`config.mk`:
```
export PLATFORM = sky130hd
export DESIGN_NAME = mfd_decoder
export DESIGN_NICKNAME = d
export VERILOG_FILES = /design/src/rtl/mfd_pkg.sv /design/src/rtl/mfd_field_extract.sv /design/src/rtl/mfd_table_unit.sv /design/src/rtl/mfd_decoder.sv
export SDC_FILE = /design/constraint.sdc
export NUM_CORES = 1
export LEC_CHECK = 0
export BUFFER_PORTS_ARGS = -buffer_cell sky130_fd_sc_hd__buf_2
export CAP_MARGIN = 20
export CORE_ASPECT_RATIO = 2
export CORE_MARGIN = 8
export CORE_UTILIZATION = 55
export CTS_CLUSTER_DIAMETER = 50
export DETAILED_ROUTE_END_ITERATION = 10
export GPL_TIMING_DRIVEN = 0
export PLACE_DENSITY_LB_ADDON = 0.2
export SYNTH_ARGS = -nofsm -noshare
export SYNTH_HDL_FRONTEND = slang
export SYNTH_HIERARCHICAL = 1
export SYNTH_SLANG_ARGS = --single-unit
```
`constraint.sdc`:
```
create_clock -name clk_sys_i -period 4.8 [get_ports clk_sys_i]
set_input_delay 0.48 -clock clk_sys_i [delete_from_list [all_inputs] [get_ports clk_sys_i]]
set_output_delay 0.48 -clock clk_sys_i [all_outputs]
set_load 0.1 [all_outputs]
```
`src/rtl/mfd_pkg.sv`:
```
// constants, types and shared decode functions of the instruction field decoder
//
// Contract
// - The table access mode selects no change, post-increment, post-decrement or pre-increment of the table pointer on each table read or write.
// - The address operand of a relative branch is a two's complement displacement, and for call, jump and return it is a direct address; return decodes none.
// - A fast select bit of 0 leaves the shadow registers alone, and a 1 copies core registers into them on call or out of them on return.
// - The table pointer is 21 bits wide and the table latch is 8 bits wide.
// - Indexed addressing yields a 7-bit source offset and, where present, a separate 7-bit destination offset.
// - Don't-care bits never change the decoded result.
// - In byte operations the destination bit sends the result to the working accumulator at 0 and to the file register at 1, with an 8-bit file address.
// - The access bit forces the access bank at 0 and lets the bank select register choose the bank at 1.
// - The file-to-file move carries a 12-bit source in word one and a 12-bit destination in word two, whose top nibble is 1111.
// - Bit operations decode a 3-bit bit number within the 8-bit file register.
// - Literal operations decode an 8-bit immediate value.
// - Absolute call and jump build a 20-bit target from bits 7:0 of word one and bits 19:8 of word two, which begins with 1111.
// - Conditional branches take an 8-bit signed displacement from the low byte of their word.
// - A second word reached on its own, known by its top four bits all one, executes as a no-operation.
// - Single-word instructions take one cycle, plus one no-operation cycle when a test is true or the program counter changes;
//   the decoder gives table reads and writes two cycles in every case.
package mfd_pkg;

    localparam int unsigned TP_W   = 21;
    localparam int unsigned TL_W   = 8;
    localparam int unsigned FA_W   = 12;
    localparam int unsigned TGT_W  = 20;
    localparam int unsigned OFF_W  = 7;

    // register byte offsets
    localparam logic [7:0] REG_TBL_PTR = 8'h00;
    localparam logic [7:0] REG_TBL_LAT = 8'h04;
    localparam logic [7:0] REG_CTRL    = 8'h08;
    localparam logic [7:0] REG_STATUS  = 8'h0C;
    localparam logic [7:0] REG_SHADOW  = 8'h10;

    localparam logic [TP_W-1:0] TBL_PTR_RST = 21'h000000;
    localparam logic [TL_W-1:0] TBL_LAT_RST = 8'h00;
    localparam logic            CTRL_EN_RST = 1'h1;
    localparam int unsigned     CTRL_EN_BIT   = 0;
    localparam int unsigned     STAT_PEND_BIT = 0;
    localparam int unsigned     STAT_FMT_LSB  = 4;
    localparam int unsigned     SHD_ACC_LSB   = 0;
    localparam int unsigned     SHD_STA_LSB   = 8;
    localparam int unsigned     SHD_BSR_LSB   = 16;

    // table access modes
    localparam logic [1:0] TM_KEEP    = 2'h0;
    localparam logic [1:0] TM_POSTINC = 2'h1;
    localparam logic [1:0] TM_POSTDEC = 2'h2;
    localparam logic [1:0] TM_PREINC  = 2'h3;

    localparam logic [3:0] SECOND_PREFIX = 4'hF;
    localparam logic [3:0] OP_FILE_MOVE  = 4'hC;
    localparam logic [7:0] OP_ABS_JUMP   = 8'hEF;
    localparam logic [6:0] OP_CALL       = 7'h76;
    localparam logic [8:0] OP_IDX_MOVE   = 9'h1D7;
    localparam logic [4:0] OP_SHORT_JUMP = 5'h1A;
    localparam logic [4:0] OP_COND_JUMP  = 5'h1C;
    localparam logic [14:0] OP_RETURN    = 15'h0009;
    localparam logic [13:0] OP_TBL_READ  = 14'h0002;
    localparam logic [13:0] OP_TBL_WRITE = 14'h0003;
    localparam logic [4:0] OP_LITERAL    = 5'h01;

    typedef enum logic [3:0] {
        FMT_NONE, FMT_BYTE, FMT_BIT, FMT_LIT, FMT_FILE_MOVE, FMT_IDX_MOVE,
        FMT_ABS_JUMP, FMT_CALL, FMT_RETURN, FMT_SHORT_JUMP, FMT_COND_JUMP,
        FMT_TBL_READ, FMT_TBL_WRITE, FMT_SECOND_NOP
    } mfd_fmt_e;

    typedef struct packed {
        mfd_fmt_e         fmt;
        logic [FA_W-1:0]  src_addr;
        logic [FA_W-1:0]  dst_addr;
        logic             dest_file;
        logic             use_bank;
        logic [2:0]       bit_sel;
        logic [7:0]       literal;
        logic [TGT_W-1:0] target;
        logic [TP_W-1:0]  disp;
        logic             fast;
        logic [1:0]       tbl_mode;
        logic [OFF_W-1:0] off_src;
        logic [OFF_W-1:0] off_dst;
        logic [1:0]       cycles;
    } mfd_dec_s;

    typedef struct packed {
        logic [7:0] acc;
        logic [7:0] status;
        logic [7:0] bank;
    } mfd_core_s;

    function automatic logic is_second(input logic [15:0] w);
        return w[15:12] == SECOND_PREFIX;
    endfunction

    function automatic mfd_fmt_e classify(input logic [15:0] w);
        if (is_second(w))                        return FMT_SECOND_NOP;
        if (w[15:12] == OP_FILE_MOVE)            return FMT_FILE_MOVE;
        if (w[15:8] == OP_ABS_JUMP)              return FMT_ABS_JUMP;
        if (w[15:9] == OP_CALL)                  return FMT_CALL;
        if (w[15:7] == OP_IDX_MOVE)              return FMT_IDX_MOVE;
        if (w[15:11] == OP_SHORT_JUMP)           return FMT_SHORT_JUMP;
        if (w[15:11] == OP_COND_JUMP)            return FMT_COND_JUMP;
        if (w[15:1] == OP_RETURN)                return FMT_RETURN;
        if (w[15:2] == OP_TBL_READ)              return FMT_TBL_READ;
        if (w[15:2] == OP_TBL_WRITE)             return FMT_TBL_WRITE;
        if (w[15:12] >= 4'h7 && w[15:12] <= 4'hB) return FMT_BIT;
        if (w[15:11] == OP_LITERAL)              return FMT_LIT;
        if (w[15:12] >= 4'h1 || w[15:9] != 7'h00) return FMT_BYTE;
        return FMT_NONE;
    endfunction

    function automatic logic two_word(input mfd_fmt_e f);
        return f == FMT_FILE_MOVE || f == FMT_IDX_MOVE || f == FMT_ABS_JUMP || f == FMT_CALL;
    endfunction

    // sign-extends an 11-bit or an 8-bit displacement to pointer width
    function automatic logic [TP_W-1:0] sext_disp(input logic [10:0] v, input logic wide);
        if (wide) return {{10{v[10]}}, v};
        return {{13{v[7]}}, v[7:0]};
    endfunction

    // byte-enable merge of a bus write into a stored word
    function automatic logic [31:0] be_merge(input logic [31:0] old, input logic [31:0] nw,
                                             input logic [3:0] be);
        logic [31:0] r;
        r = old;
        for (int i = 0; i < 4; i++) begin
            if (be[i]) r[i*8 +: 8] = nw[i*8 +: 8];
        end
        return r;
    endfunction

endpackage

```
`src/rtl/mfd_field_extract.sv`:
```
// operand field extraction for one or a pair of instruction words
`timescale 1ns/1ps
module mfd_field_extract
    import mfd_pkg::*;
(
    input  wire logic [15:0] word_i,       // current word
    input  wire logic [15:0] first_i,      // held first word of a pair
    input  wire logic        pair_i,       // word_i completes a pair
    input  wire logic        cond_true_i,  // test of this instruction is true
    output mfd_dec_s         dec_o         // decoded fields
);
    logic [15:0] w1;

    always_comb begin
        w1    = pair_i ? first_i : word_i;
        dec_o = '0;
        dec_o.fmt    = classify(w1);
        dec_o.cycles = 2'd1;
        unique case (dec_o.fmt)
            FMT_BYTE, FMT_BIT: begin
                dec_o.src_addr  = {4'h0, w1[7:0]};
                dec_o.use_bank  = w1[8];
                dec_o.dest_file = (dec_o.fmt == FMT_BYTE) ? w1[9] : 1'b1;
                dec_o.bit_sel   = (dec_o.fmt == FMT_BIT) ? w1[11:9] : 3'h0;
                dec_o.cycles    = cond_true_i ? 2'd2 : 2'd1;
            end
            FMT_LIT:        dec_o.literal = w1[7:0];
            FMT_FILE_MOVE: begin
                dec_o.src_addr = w1[11:0];
                dec_o.dst_addr = word_i[11:0];
                dec_o.cycles   = 2'd2;
            end
            FMT_IDX_MOVE: begin
                dec_o.off_src = w1[6:0];
                dec_o.off_dst = word_i[6:0];
                dec_o.cycles  = 2'd2;
            end
            FMT_ABS_JUMP, FMT_CALL: begin
                dec_o.target = {word_i[11:0], w1[7:0]};
                dec_o.fast   = (dec_o.fmt == FMT_CALL) && w1[8];
                dec_o.cycles = 2'd2;
            end
            FMT_RETURN: begin
                dec_o.fast   = w1[0];
                dec_o.cycles = 2'd2;
            end
            FMT_SHORT_JUMP: begin
                dec_o.disp   = sext_disp(w1[10:0], 1'b1);
                dec_o.cycles = 2'd2;
            end
            FMT_COND_JUMP: begin
                dec_o.disp   = sext_disp({3'h0, w1[7:0]}, 1'b0);
                dec_o.cycles = cond_true_i ? 2'd2 : 2'd1;
            end
            FMT_TBL_READ, FMT_TBL_WRITE: begin
                dec_o.tbl_mode = w1[1:0];
                dec_o.cycles   = 2'd2;
            end
            FMT_SECOND_NOP, FMT_NONE: dec_o.cycles = 2'd1;
            default:        dec_o.cycles = 2'd1;
        endcase
    end
endmodule // mfd_field_extract

```
`src/rtl/mfd_table_unit.sv`:
```
// table pointer and table latch with access-mode update
`timescale 1ns/1ps
module mfd_table_unit
    import mfd_pkg::*;
(
    input  wire logic            clk_sys_i,   // core clock
    input  wire logic            rstn_i,      // async reset, active low
    input  wire logic            op_i,        // table access decoded
    input  wire logic            op_write_i,  // access is a write
    input  wire logic [1:0]      mode_i,      // pointer access mode
    input  wire logic            ld_ptr_i,    // bus load of pointer
    input  wire logic [TP_W-1:0] ld_ptr_val_i,// pointer load value
    input  wire logic            ld_lat_i,    // bus load of latch
    input  wire logic [TL_W-1:0] ld_lat_val_i,// latch load value
    input  wire logic            rd_valid_i,  // program memory read data valid
    input  wire logic [TL_W-1:0] rd_data_i,   // program memory read data
    output logic      [TP_W-1:0] ptr_o,       // table pointer
    output logic      [TL_W-1:0] latch_o,     // table latch
    output logic      [TP_W-1:0] addr_o,      // program memory address
    output logic                 mem_rd_o,    // read strobe
    output logic                 mem_wr_o     // write strobe, data is latch_o
);
    always_ff @(posedge clk_sys_i or negedge rstn_i) begin
        if (!rstn_i) begin
            ptr_o  <= TBL_PTR_RST;
            addr_o <= TBL_PTR_RST;
        end else if (op_i) begin
            unique case (mode_i)
                TM_KEEP:    ptr_o <= ptr_o;
                TM_POSTINC: ptr_o <= ptr_o + 21'h1;
                TM_POSTDEC: ptr_o <= ptr_o - 21'h1;
                TM_PREINC:  ptr_o <= ptr_o + 21'h1;
            endcase
            addr_o <= (mode_i == TM_PREINC) ? ptr_o + 21'h1 : ptr_o;
        end else if (ld_ptr_i) begin
            ptr_o <= ld_ptr_val_i;
        end
    end

    always_ff @(posedge clk_sys_i or negedge rstn_i) begin
        if (!rstn_i) begin
            mem_rd_o <= 1'b0;
            mem_wr_o <= 1'b0;
        end else begin
            mem_rd_o <= op_i && !op_write_i;
            mem_wr_o <= op_i && op_write_i;
        end
    end

    always_ff @(posedge clk_sys_i or negedge rstn_i) begin
        if (!rstn_i)          latch_o <= TBL_LAT_RST;
        else if (rd_valid_i)  latch_o <= rd_data_i;
        else if (ld_lat_i)    latch_o <= ld_lat_val_i;
    end
endmodule // mfd_table_unit

```
`src/rtl/mfd_decoder.sv`:
```
// instruction field decoder top: word pairing, shadow save/restore, register slave
//
// Local design decisions: the address map and register access over Avalon-MM.
`timescale 1ns/1ps
module mfd_decoder
    import mfd_pkg::*;
(
    input  wire logic            clk_sys_i,          // core clock, 40 MHz
    input  wire logic            rstn_i,             // async reset, active low
    input  wire logic            instr_valid_i,      // instruction word present
    input  wire logic [15:0]     instr_i,            // fetched instruction word
    input  wire logic            cond_true_i,        // conditional test is true
    input  mfd_core_s            core_i,             // live accumulator, status, bank
    input  wire logic            tbl_rd_valid_i,     // table read data valid
    input  wire logic [TL_W-1:0] tbl_rd_data_i,      // table read data
    output logic                 dec_valid_o,        // decoded fields valid, pulse
    output mfd_dec_s             dec_o,              // decoded fields
    output logic                 shadow_save_o,      // shadow captured, pulse
    output logic                 restore_valid_o,    // restore core regs, pulse
    output mfd_core_s            restore_o,          // values to restore
    output logic      [TP_W-1:0] tbl_addr_o,         // table program memory address
    output logic                 tbl_rd_o,           // table read strobe
    output logic                 tbl_wr_o,           // table write strobe
    output logic      [TL_W-1:0] tbl_wdata_o,        // table write data
    input  wire logic [7:0]      avs_address_i,      // register byte address
    input  wire logic            avs_read_i,         // read request
    input  wire logic            avs_write_i,        // write request
    input  wire logic [31:0]     avs_writedata_i,    // write data
    input  wire logic [3:0]      avs_byteenable_i,   // byte enables
    output logic      [31:0]     avs_readdata_o,     // read data
    output logic                 avs_waitrequest_o   // wait request
);
    typedef enum logic {ST_SINGLE, ST_WAIT_SECOND} mfd_seq_e;

    mfd_seq_e    seq_q;
    logic [15:0] first_q;
    logic        enable_q;
    mfd_core_s   shadow_q;
    mfd_dec_s    ext;
    mfd_fmt_e    fresh_fmt;
    logic        take;
    logic        pair;
    logic        start_pair;
    logic        issue;
    logic        bus_wr;
    logic        bus_rd;
    logic [TP_W-1:0] ptr;
    logic [31:0]     ptr_wr;

    assign take       = instr_valid_i && enable_q;
    // a second word only pairs when a first word is held; alone it is a no-op
    assign pair       = (seq_q == ST_WAIT_SECOND) && is_second(instr_i);
    assign fresh_fmt  = classify(instr_i);
    assign start_pair = take && !pair && two_word(fresh_fmt);
    assign issue      = take && !start_pair;
    assign bus_wr     = avs_write_i && !avs_waitrequest_o;
    assign bus_rd     = avs_read_i && avs_waitrequest_o;
    // byte-enable merge of a bus write into the current pointer
    assign ptr_wr     = be_merge({11'h0, ptr}, avs_writedata_i, avs_byteenable_i);

    mfd_field_extract u_extract (
        .word_i      (instr_i),
        .first_i     (first_q),
        .pair_i      (pair),
        .cond_true_i (cond_true_i),
        .dec_o       (ext)
    );

    mfd_table_unit u_table (
        .clk_sys_i    (clk_sys_i),
        .rstn_i       (rstn_i),
        .op_i         (issue && (ext.fmt == FMT_TBL_READ || ext.fmt == FMT_TBL_WRITE)),
        .op_write_i   (ext.fmt == FMT_TBL_WRITE),
        .mode_i       (ext.tbl_mode),
        .ld_ptr_i     (bus_wr && avs_address_i == REG_TBL_PTR),
        .ld_ptr_val_i (ptr_wr[TP_W-1:0]),
        .ld_lat_i     (bus_wr && avs_address_i == REG_TBL_LAT && avs_byteenable_i[0]),
        .ld_lat_val_i (avs_writedata_i[TL_W-1:0]),
        .rd_valid_i   (tbl_rd_valid_i),
        .rd_data_i    (tbl_rd_data_i),
        .ptr_o        (ptr),
        .latch_o      (tbl_wdata_o),
        .addr_o       (tbl_addr_o),
        .mem_rd_o     (tbl_rd_o),
        .mem_wr_o     (tbl_wr_o)
    );

    // word pairing sequence
    always_ff @(posedge clk_sys_i or negedge rstn_i) begin
        if (!rstn_i) begin
            seq_q   <= ST_SINGLE;
            first_q <= 16'h0000;
        end else if (take) begin
            if (start_pair) begin
                seq_q   <= ST_WAIT_SECOND;
                first_q <= instr_i;
            end else begin
                seq_q <= ST_SINGLE;
            end
        end
    end

    // decoded field register
    always_ff @(posedge clk_sys_i or negedge rstn_i) begin
        if (!rstn_i) begin
            dec_valid_o <= 1'b0;
            dec_o       <= '0;
        end else begin
            dec_valid_o <= issue;
            if (issue) dec_o <= ext;
        end
    end

    // fast call saves, fast return restores
    always_ff @(posedge clk_sys_i or negedge rstn_i) begin
        if (!rstn_i) begin
            shadow_q        <= '0;
            shadow_save_o   <= 1'b0;
            restore_valid_o <= 1'b0;
            restore_o       <= '0;
        end else begin
            shadow_save_o   <= issue && ext.fmt == FMT_CALL && ext.fast;
            restore_valid_o <= issue && ext.fmt == FMT_RETURN && ext.fast;
            if (issue && ext.fmt == FMT_CALL && ext.fast) begin
                shadow_q <= core_i;
            end
            if (issue && ext.fmt == FMT_RETURN && ext.fast) begin
                restore_o <= shadow_q;
            end
        end
    end

    // avalon slave: one wait cycle per access
    always_ff @(posedge clk_sys_i or negedge rstn_i) begin
        if (!rstn_i) avs_waitrequest_o <= 1'b1;
        else         avs_waitrequest_o <= !((avs_read_i || avs_write_i) && avs_waitrequest_o);
    end

    always_ff @(posedge clk_sys_i or negedge rstn_i) begin
        if (!rstn_i) begin
            enable_q <= CTRL_EN_RST;
        end else if (bus_wr && avs_address_i == REG_CTRL && avs_byteenable_i[0]) begin
            enable_q <= avs_writedata_i[CTRL_EN_BIT];
        end
    end

    always_ff @(posedge clk_sys_i or negedge rstn_i) begin
        if (!rstn_i) begin
            avs_readdata_o <= 32'h00000000;
        end else if (bus_rd) begin
            avs_readdata_o <= 32'h00000000;
            unique case (avs_address_i)
                REG_TBL_PTR: avs_readdata_o[TP_W-1:0] <= ptr;
                REG_TBL_LAT: avs_readdata_o[TL_W-1:0] <= tbl_wdata_o;
                REG_CTRL:    avs_readdata_o[CTRL_EN_BIT] <= enable_q;
                REG_STATUS: begin
                    avs_readdata_o[STAT_PEND_BIT]        <= seq_q == ST_WAIT_SECOND;
                    avs_readdata_o[STAT_FMT_LSB +: 4]    <= dec_o.fmt;
                end
                REG_SHADOW: begin
                    avs_readdata_o[SHD_ACC_LSB +: 8] <= shadow_q.acc;
                    avs_readdata_o[SHD_STA_LSB +: 8] <= shadow_q.status;
                    avs_readdata_o[SHD_BSR_LSB +: 8] <= shadow_q.bank;
                end
                default:     avs_readdata_o <= 32'h00000000;
            endcase
        end
    end
endmodule // mfd_decoder

```
==> results of run 1 <==
-- flip-flops by register name (all words and copies together) (netlist names), 8 cells and up --
| signal | cells |
|---|---|
| avs_readdata_o | 24 |
| dec_o | 101 |
| first_q | 16 |
| restore_o | 24 |
| shadow_q | 24 |
| u_table/addr_o | 21 |
| u_table/latch_o | 8 |
| u_table/ptr_o | 21 |
-- Yosys cell counts (all sizes together), types with 6 or more instances --
library cell	n	area share, %
a211oi	6	0.43
a21oi	52	2.1
a22o	10	0.68
a22oi	8	0.47
a31oi	8	0.51
and2	39	1.9
and3	10	0.50
and4	9	0.64
buf	58	3.0
clkbuf	26	0.76
dfrtp	245	48
inv	17	0.50
mux2	187	16
mux2i	41	3.2
nand2	74	2.2
nand2b	9	0.44
nand3	16	0.62
nand4	16	0.78
nor2	100	2.9
nor2b	9	0.44
nor3	23	1.1
nor4	9	0.72
o21ai	39	1.8
o22ai	17	0.88
or3	10	0.54
xnor2	16	1.1
xor2	8	0.55
-- critical path, stage by stage (launching register included) --
cell and delay [ns]:
dfrtp_1 0.38, nand3_1 0.12, nor2_4 0.18, buf_6 0.20
buf_6 0.20, mux2_2 0.29, o2bb2ai_2 0.18, nor3_2 0.13
or3_4 0.43, nor3_4 0.22, inv_2 0.15, o41ai_4 0.42
inv_1 0.15, or3_1 0.41, a211oi_4 0.22, buf_4 0.19
clkbuf_4 0.24, mux2_2 0.36
-- path summary, 6_finish.rpt --
kind / end / slack (ns) / cells after the start
worst max-delay path: restore_o[7] / 0.22 / 17
worst min-delay path: avs_waitrequest_o / 0.12 / 2
worst max register to register: restore_o[7] / 0.22 / 17
worst min register to register: avs_readdata_o[20] / 0.47 / 2
max in group asynchronous: u_table/mem_rd_o / 3.59 / 3
min in group asynchronous: shadow_q[5] / 0.34 / 2
-- cell families after synthesis --
kind of cell | after synthesis | share of synthesized area [%]
compound gates | 188 | 10.5
xor+xnor | 24 | 1.64
fa+ha+maj | 2 | 0.195
buf+inv | 101 | 4.27
flops | 247 | 48.3
mux | 229 | 19.8
other cells | 1 | 0.0293
simple gates | 358 | 15.2
-- what timing repair did --
| action | 4_1_cts | 5_1_grt |
|---|---|---|
| cloned | 0 | 0 |
| hold endpoints to repair | 4 | 0 |
| pin swaps | 1 | 3 |
| buffers inserted | 3 | 3 |
| hold buffers | 1 | 0 |
| setup endpoints to repair | 91 | 85 |
| resized for setup | 14 | 16 |
-- report_power, final --
group,leakage (nW),switching (mW),internal (mW)
clock,0.384,0.814,1.11
sequential,3.40,0.0340,2.11
combinational,4.12,0.431,0.157
-- routing by layer --
layer | share of wire, % | track usage (%)
met3 | 5.0 | 4.24
met1 | 31 | 28.4
met5 | 0 | 0
met4 | 8.2 | 22.9
met2 | 55 | 55.3
-- layout by cell type, fill, tap and decap left out, drive strengths merged, types with 4 or more instances in the layout --
cell and n:
clkbuf 61, o22ai 17, dfrtp 245, a211o 4
o211ai 4, nor3 23, a21oi 52, nand3 16
nor4b 5, nor4 9, a211oi 6, or3 10
inv 19, nand3b 4, xor2 8, nor3b 5
xnor2 16, nand2b 9, nand2 74, nor2b 9
or2 4, buf 334, nor2 100, a31oi 8
a22oi 8, mux2i 41, and4 9, conb 8
or4b 4, mux2 187, o21ai 39, and3 10
a22o 10, nand4 16, and2 39
-- through the flow --
| stage | area, um2 | TNS, ns | instances | worst slack (ns) |
|---|---|---|---|---|
| final | 15600 | 0 | 1761 | 0.217 |
| after global routing | 15600 | -0.0480 | 1761 | -0.0121 |
| after detailed placement | 14600 | -93.80 | 1712 | -1.63 |
| after CTS | 15500 | 0 | 1757 | 0.0137 |
| after floorplan | 12800 | 0 | 1157 | 0.458 |
| after global placement | 14500 | -359.59 | 1707 | -1.63 |
-- area by class of cell --
type	count	area (um2)	area share, %
antenna	1	2.50	0.0160
tap	283	354	2.27
clock buffer	34	689	4.42
multi-input combinational	809	6230	39.9
clock inverter	7	97.6	0.625
buffer	84	492	3.15
timing repair buffer	279	1490	9.56
inverter	17	63.8	0.409
sequential	247	6180	39.6
==> results.toml, run 1 <==
[run_status]
status = "completed"

[floorplan]
core_mm2 = 0.0231
dieWidth_um = 124
start_util_pct = 55.4
io_pins = 291
die_y_um = 232
std_cell_rows = 79
die-area_mm2 = 0.0287

[placement]
io_buffers = 267
place.detailed.hpwl_um = 32900
gp_congestion = 0.960

[sta]
worstMarginPinSlew_ns = 1.03
finalSetupViolations = 0
min_period_ns = 4.58
max-slew-margin-rel_pct = 29.4
period_share_pct = 95.5
drv_slew = 0
clock_skew_ns = 0.0115
whs_ns = 0.121
max_freq_mhz = 218
hold_viol = 0

[clock_tree]
cts_tree = "done"
clkTransAtPathRegs_ns = 0.06
h-tree-depth = 1
cts_inserted_buffers = 24
root_buffer = "clkbuf_16"
cts_sinks = 247
cts_max_path_buffers = 3
clkLatencyLatePin_ns = 0.53

[yosys]
async_flop_share_pct = 100
synth_edf_count = 0
yosys_warnings = 6
synthFlopType = "dfrtp_1"
synth_area_mm2 = 0.0128
syn_avg_cell_area_um2 = 11.1
yosysSeqAreaShare_pct = 48.3
synth_cell_types = 101
ys_seq_elements = 247
syn_inst = 1150

[critical_path]
critPathLaunchType = "flip-flop"
crit_type = "reg2reg"
cp.arrival_ns = 4.99
path_max_fanout = 10
r2r-start = "seq_q"
end_kind = "flip-flop"
cp.required_ns = 5.21
critPathLaunch = "seq_q"

[global_route]
antenna_found_initial = 1
grt_pass1_vias = 11600
grt_max_degree = 123
overflow = 0
grt.total_usage_pct = 29.9
grt_first_pass_wirelength_um = 65600

[route]
dr.pass1.iters = 5
num_vias = 10600
wl_per_cell_um = 24.0
wl_um = 42300
ant_nets = 0
drt-initial-drc-count = 645
drc = 0
avgViaCountPerCell = 5.99

[cells_and_area]
fin_util_pct = 67.5
fillers = 1904
drive_above_1_share_pct = 42.0
syn_to_final_growth_pct = 21.8
nets = 1563

[pwr]
p_per_area_mw_per_mm2 = 299
power_mw = 4.66
p_leak_nw = 7.90
irDropWorstVdd_v = 0.000284

[worst_hold_path]
hold_path_startpoint = "avs_write_i"
hold_path_class = "in2reg"

[job]
drv_cap = 0
(Power assumes the default switching activity.)
==> run 2: changes to the inputs <==
--- a/config.mk
+++ b/config.mk
@@ -5,10 +5,11 @@
 export SDC_FILE = /design/constraint.sdc
 export NUM_CORES = 1
 export LEC_CHECK = 0
+export ABC_AREA = 1
 export BUFFER_PORTS_ARGS = -buffer_cell sky130_fd_sc_hd__buf_2
 export CAP_MARGIN = 20
 export CORE_ASPECT_RATIO = 2
-export CORE_MARGIN = 8
+export CORE_MARGIN = 2
 export CORE_UTILIZATION = 55
 export CTS_CLUSTER_DIAMETER = 50
 export DETAILED_ROUTE_END_ITERATION = 10
==> run 2 against run 1 <==
Clock skew increased by 0.0055 ns. Largest power group unchanged. Sequential cell count did not move. Highest routed layer unchanged. Synthesized cell count rose by 59%. Non-clock buffer count rose by 28. Core utilization shrank 0.64 points. Sequential share of layout area decreased by 1.4 points. Die area shrank 10%. Critical path depth grew 1. Worst hold slack gained 0.015 ns. First-iteration DRC count grew 81%. Global-route usage increased by 2.4 points.
==> results.toml, run 2 <==
[placement]
io_buffers = 267
place.detailed.hpwl_um = 31300
place_ws_ns = -0.300
gp_congestion = 0.967

[sta]
drv_slew = 0
hold_viol = 0
min_period_ns = 4.41
max-slew-margin-rel_pct = 26.2
whs_ns = 0.135
finalWorstSetupSlack_ns = 0.389
max_freq_mhz = 227
period_share_pct = 91.9
clock_skew_ns = 0.0170
setup-tns-final_ns = 0
rsz0062_at_grt = "false"
finalSetupViolations = 0
worstMarginPinSlew_ns = 1.11

[critical_path]
cp.depth = 18
critPathSlowestCell = "nor3_2"
cp.arrival_ns = 4.89
reg2reg_depth = 18
end_kind = "flip-flop"
cp_slowest_stage_delay_ns = 0.50
critPathTopFamily = "simple AND/OR/NAND/NOR gates"
path_cells = "nand3_1 > nor2_1 > inv_2 > buf_6 > o21ai_4 > nand2_1 > nor2_2 > nand3_1 > nand3_1 > buf_6 > inv_2 > nor3_2 > nor2_1 > nor2_1 > buf_2 > buf_1 > o211ai_1 > nand2_1"
crit_type = "reg2reg"
cp.required_ns = 5.28
path_max_fanout = 10
path_buf_inv = 6
critPathLaunchType = "flip-flop"

[cells_and_area]
drive_above_1_share_pct = 22.9
syn_to_final_growth_pct = 20.3
final_common_cell = "nand2_1"
largest_reg_flops = 101
nets = 2232
regMostFlops = "dec_o"
mostFrequentLayoutCells = "750 x nand2_1, 302 x buf_2, 245 x dfrtp_1"

[yosys]
synth_top_cell_by_area = "dfrtp_1"
synthTopCellsByArea = "dfrtp_1 46%, nand2_1 21%, nor2_1 5.2%"
async_flop_share_pct = 100
syn_avg_cell_area_um2 = 7.37
yosysMostFrequentCell = "nand2_1"
synth_top_area_share_pct = 45.5
ys_seq_elements = 247
synthFlopType = "dfrtp_1"
synth_area_mm2 = 0.0135
yosys_warnings = 6
synth_edf_count = 0
synth_cell_types = 46
yosysSeqAreaShare_pct = 45.9
ys_top_cells_by_count = "750 x nand2_1, 245 x dfrtp_1, 186 x nor2_1, 126 x nand3_1, 87 x inv_1"
syn_inst = 1826

[route]
avgViaCountPerCell = 5.45
wl_per_cell_um = 17.3
num_vias = 13300
drt-initial-drc-count = 1165
drc = 0
wl_um = 42200
dr.pass1.iters = 5
ant_nets = 0

[floorplan]
core_mm2 = 0.0242
dieWidth_um = 115
start_util_pct = 55.6
std_cell_rows = 81
die-area_mm2 = 0.0258
die_y_um = 225
io_pins = 291

[clock_tree]
cts_inserted_buffers = 25
post_cts_buffers = 0
root_buffer = "clkbuf_16"
cts_max_path_buffers = 3
h-tree-depth = 1
clkTransAtPathRegs_ns = 0.06
cts_tree = "done"
clkLatencyLatePin_ns = 0.54
cts_sinks = 247

[worst_hold_path]
hold_path_depth = 2
hold_path_class = "in2reg"

[global_route]
grt_pass1_vias = 12100
grt_first_pass_wirelength_um = 65400
antenna_found_initial = 0
grt.total_usage_pct = 32.3
overflow = 0
grt_max_degree = 95

[job]
drv_cap = 0

[pwr]
p_per_area_mw_per_mm2 = 359
power_mw = 5.81
irDropWorstVdd_v = 0.000331
p_leak_nw = 9.04

[run_status]
status = "completed"
run 2: changes by cell type after synthesis, moves of 24 or more:
cell	before	now
nand3_1	16	126
mux2i_1	40	0
nand2_1	74	750
and2_1	38	0
inv_1	16	87
mux2_2	186	13
nand4_1	16	61
nor2_1	100	186
buf_4	19	43
run 2: layout make-up:
cell class | count | area, um2
Clock inverter | 10 | 183
Fill cell | 2196 | 8030
Buffer | 120 | 706
Multi-Input combinational cell | 1365 | 6230
Sequential cell | 247 | 6180
Tap cell | 290 | 363
Timing Repair Buffer | 271 | 1420
Inverter | 101 | 379
Clock buffer | 36 | 727
Antenna cell | 1 | 2.50
run 2: worst register-to-register path: cells and delay by family (launching register included):
kind	cells	cell delay [ns]
DFF	1	0.42
and+or+nand+nor	10	2.08
AOI/OAI and AO/OA	2	0.57
buffers and inverters	6	1.29
run 2: kinds of logic after synthesis:
family	after synthesis	synth area share (%)
adders and majority gates	2	0.186
AOI/OAI and AO/OA	149	6.73
other	1	0.0279
muxes	13	1.09
xor gates and xnor gates	12	0.836
DFF	247	45.9
buffers and inverters	221	8.03
and+or+nand+nor	1181	37.2
run 2: worst paths after layout:
check                      slack (ns)   startpoint                  to
setup / recovery                 0.39        seq_q  u_table/addr_o[16]
hold / removal                   0.14  avs_write_i   avs_waitrequest_o
setup reg to reg                 0.39        seq_q  u_table/addr_o[16]
hold reg to reg                  0.47    dec_o[34]           dec_o[34]
max in group asynchronous        3.02       rstn_i            enable_q
min in group asynchronous        0.48       rstn_i           dec_o[23]
run 2: power by group:
part	switching, mW	internal, mW
clock	0.850	1.28
combinational	1.12	0.248
sequential	0.0992	2.21
total	2.07	3.74
run 2: routing by layer:
| layer | track usage (%) | wire length (um) | vias up |
|---|---|---|---|
| met5 | 0 | 0 | - |
| met4 | 8.03 | 968 | 0 |
| met3 | 4.06 | 3580 | 68 |
| met1 | 47.6 | 18400 | 6206 |
| met2 | 50.9 | 19300 | 625 |
| li1 | - | - | 6407 |
run 2: per-stage QoR:
stage	utilization, %	area, um2	cells
2_1_floorplan	-	13500	1833
3_3_place_gp	62.7	15200	2390
3_5_place_dp	63.0	15300	2393
4_1_cts	66.8	16200	2440
5_1_grt	66.8	16200	2440
6_report	66.8	16200	2441
run 2: repair_timing:
action                     in CTS  in global routing
hold buffers                    1                  0
setup endpoints to repair      13                 14
gates cloned                    0                  0
hold endpoints to repair       71                  0
resized for setup               1                  5
pin swaps                       0                  0
==> run 3: changes to the inputs <==
--- a/config.mk
+++ b/config.mk
@@ -14,7 +14,7 @@
 export CTS_CLUSTER_DIAMETER = 50
 export DETAILED_ROUTE_END_ITERATION = 10
 export GPL_TIMING_DRIVEN = 0
-export PLACE_DENSITY_LB_ADDON = 0.2
+export PLACE_DENSITY = 0.81
 export SYNTH_ARGS = -nofsm -noshare
 export SYNTH_HDL_FRONTEND = slang
 export SYNTH_HIERARCHICAL = 1
==> run 3 against run 2 <==
Worst hold slack got worse by 0.027 ns. Clock power shrank 5%. Sequential share of layout area rose by 0.23 points. Clock skew increased by 0.010 ns. Via count rose by 0.88%. Fmax shrank 0.69%. Power shrank 1.9%. Critical path depth unchanged. First-iteration DRC count is 2.7% higher. Routed wire length hardly changed. Core utilization down 0.39 points.
==> results.toml, run 3 (synthesis results as in run 2) <==
[clock_tree]
clkTransAtPathRegs_ns = 0.07
cts_sinks = 247
root_buffer = "clkbuf_16"
clkLatencyLatePin_ns = 0.56
cts_tree = "done"
cts_inserted_buffers = 23
post_cts_buffers = 0
h-tree-depth = 1
cts_max_path_buffers = 3

[floorplan]
start_util_pct = 55.6
core_mm2 = 0.0242
io_pins = 291
die-area_mm2 = 0.0258
std_cell_rows = 81
die_y_um = 225
dieWidth_um = 115

[placement]
dpl_cell_area_mm2 = 0.0153
place.detailed.hpwl_um = 31300
gp_congestion = 0.991
io_buffers = 267

[sta]
worstMarginPinSlew_ns = 0.995
max-slew-margin-rel_pct = 33.2
finalSetupViolations = 0
whs_ns = 0.108
min_period_ns = 4.44
period_share_pct = 92.5
max_freq_mhz = 225
hold_viol = 0
clock_skew_ns = 0.0270
rsz0062_at_grt = "false"
drv_slew = 0

[cells_and_area]
nets = 2230
syn_to_final_growth_pct = 19.5
n_antenna_cell = 0
drive_above_1_share_pct = 22.7
largest_reg_flops = 101
final_cell_area_mm2 = 0.0161
final_common_cell = "nand2_1"
mostFrequentLayoutCells = "750 x nand2_1, 302 x buf_2, 245 x dfrtp_1"
fin_util_pct = 66.4
regMostFlops = "dec_o"

[route]
drt-initial-drc-count = 1197
avgViaCountPerCell = 5.51
dr.pass1.iters = 5
wl_per_cell_um = 17.3
wl_um = 42200
num_vias = 13400
drc = 0
ant_nets = 0

[job]
drv_cap = 0

[critical_path]
critPathLaunchType = "flip-flop"
r2r_slack_ns = 0.36
cp_slowest_stage_delay_ns = 0.42
path_max_fanout = 10
critPathSlowestCell = "dfrtp_1"
end_kind = "flip-flop"
crit_type = "reg2reg"
cp.required_ns = 5.25
path_cells = "nand3_1 > nor2_1 > buf_4 > nand2_1 > nand2_1 > nand2_1 > nor2_1 > nand3_1 > nand3_1 > buf_6 > inv_2 > nor3_2 > nor2_1 > nor2_1 > buf_2 > clkbuf_1 > o21ai_0 > o21ai_0"
cp.arrival_ns = 4.89
cpMostUsedCell = "nor2_1"

[pwr]
p_comb_share_pct = 24.0
p_per_area_mw_per_mm2 = 354
switchingPower_mw = 2.08
internal_power_mw = 3.62
irDropWorstVdd_v = 0.000334
p_sw_share_pct = 36.5
clkPwrFrac_pct = 35.4
seqPwrFrac_pct = 40.6
p_leak_nw = 8.99

[global_route]
grt_pass1_vias = 12300
antenna_found_initial = 1
grt.total_usage_pct = 32.5
overflow = 0
grt_first_pass_wirelength_um = 65800
grt_max_degree = 103

[run_status]
status = "completed"

[worst_hold_path]
hold_path_class = "in2reg"
[run 3: power groups by stage]
stage | clock (mW) | sequential, mW | combinational, mW
2_1_floorplan | 0 | 3.01 | 0.374
4_1_cts | 2.04 | 2.31 | 1.37
3_5_place_dp | 0 | 2.35 | 1.36
6_report | 2.02 | 2.31 | 1.37
5_1_grt | 2.12 | 2.33 | 1.45
3_3_place_gp | 0 | 2.35 | 1.35
[run 3: layout make-up]
cell class | instances | area (um2)
Buffer | 120 | 703
Clock buffer | 30 | 632
Clock inverter | 12 | 188
Fill cell | 2195 | 8130
Inverter | 101 | 379
Multi-Input combinational cell | 1365 | 6230
Sequential cell | 247 | 6180
Tap cell | 290 | 363
Timing Repair Buffer | 271 | 1420
[run 3: per-stage QoR]
stage | instances | setup TNS [ns] | worst slack, ns | power, mW
after global routing | 2436 | 0 | 0.106 | 5.89
after detailed placement | 2393 | -0.271 | -0.0712 | 3.72
after CTS | 2436 | 0 | 0.125 | 5.72
after global placement | 2390 | -266.89 | -1.12 | 3.70
after floorplan | 1833 | 0 | 1.43 | 3.39
final | 2436 | 0 | 0.358 | 5.70
[run 3: final timing paths]
kind | startpoint | endpoint | cells after the start
worst max-delay path | seq_q | u_table/addr_o[12] | 18
worst min-delay path | avs_write_i | avs_waitrequest_o | 2
worst max register to register | seq_q | u_table/addr_o[12] | 18
worst min register to register | dec_o[46] | dec_o[46] | 2
max in group asynchronous | rstn_i | u_table/addr_o[6] | 3
min in group asynchronous | rstn_i | dec_o[31] | 2
[run 3: worst max-delay path, delay by kind of cell (launching register included)]
kind                   cells  cell delay (ns)
DFF                        1             0.42
and+or+nand+nor           11             2.22
buffers and inverters      5             1.22
AOI/OAI and AO/OA          2             0.47
[run 3: layer usage]
metal | track usage (%) | wire [um]
met1 | 46.5 | 17900
met2 | 50.4 | 19200
met4 | 10.6 | 1300
met3 | 5.24 | 3800
met5 | 0 | 7
[run 3: what timing repair did]
action | 4_1_cts | 5_1_grt
gates resized for setup | 0 | 3
hold buffers | 1 | 0
hold endpoints to repair | 55 | 0
setup endpoints to repair | 0 | 21
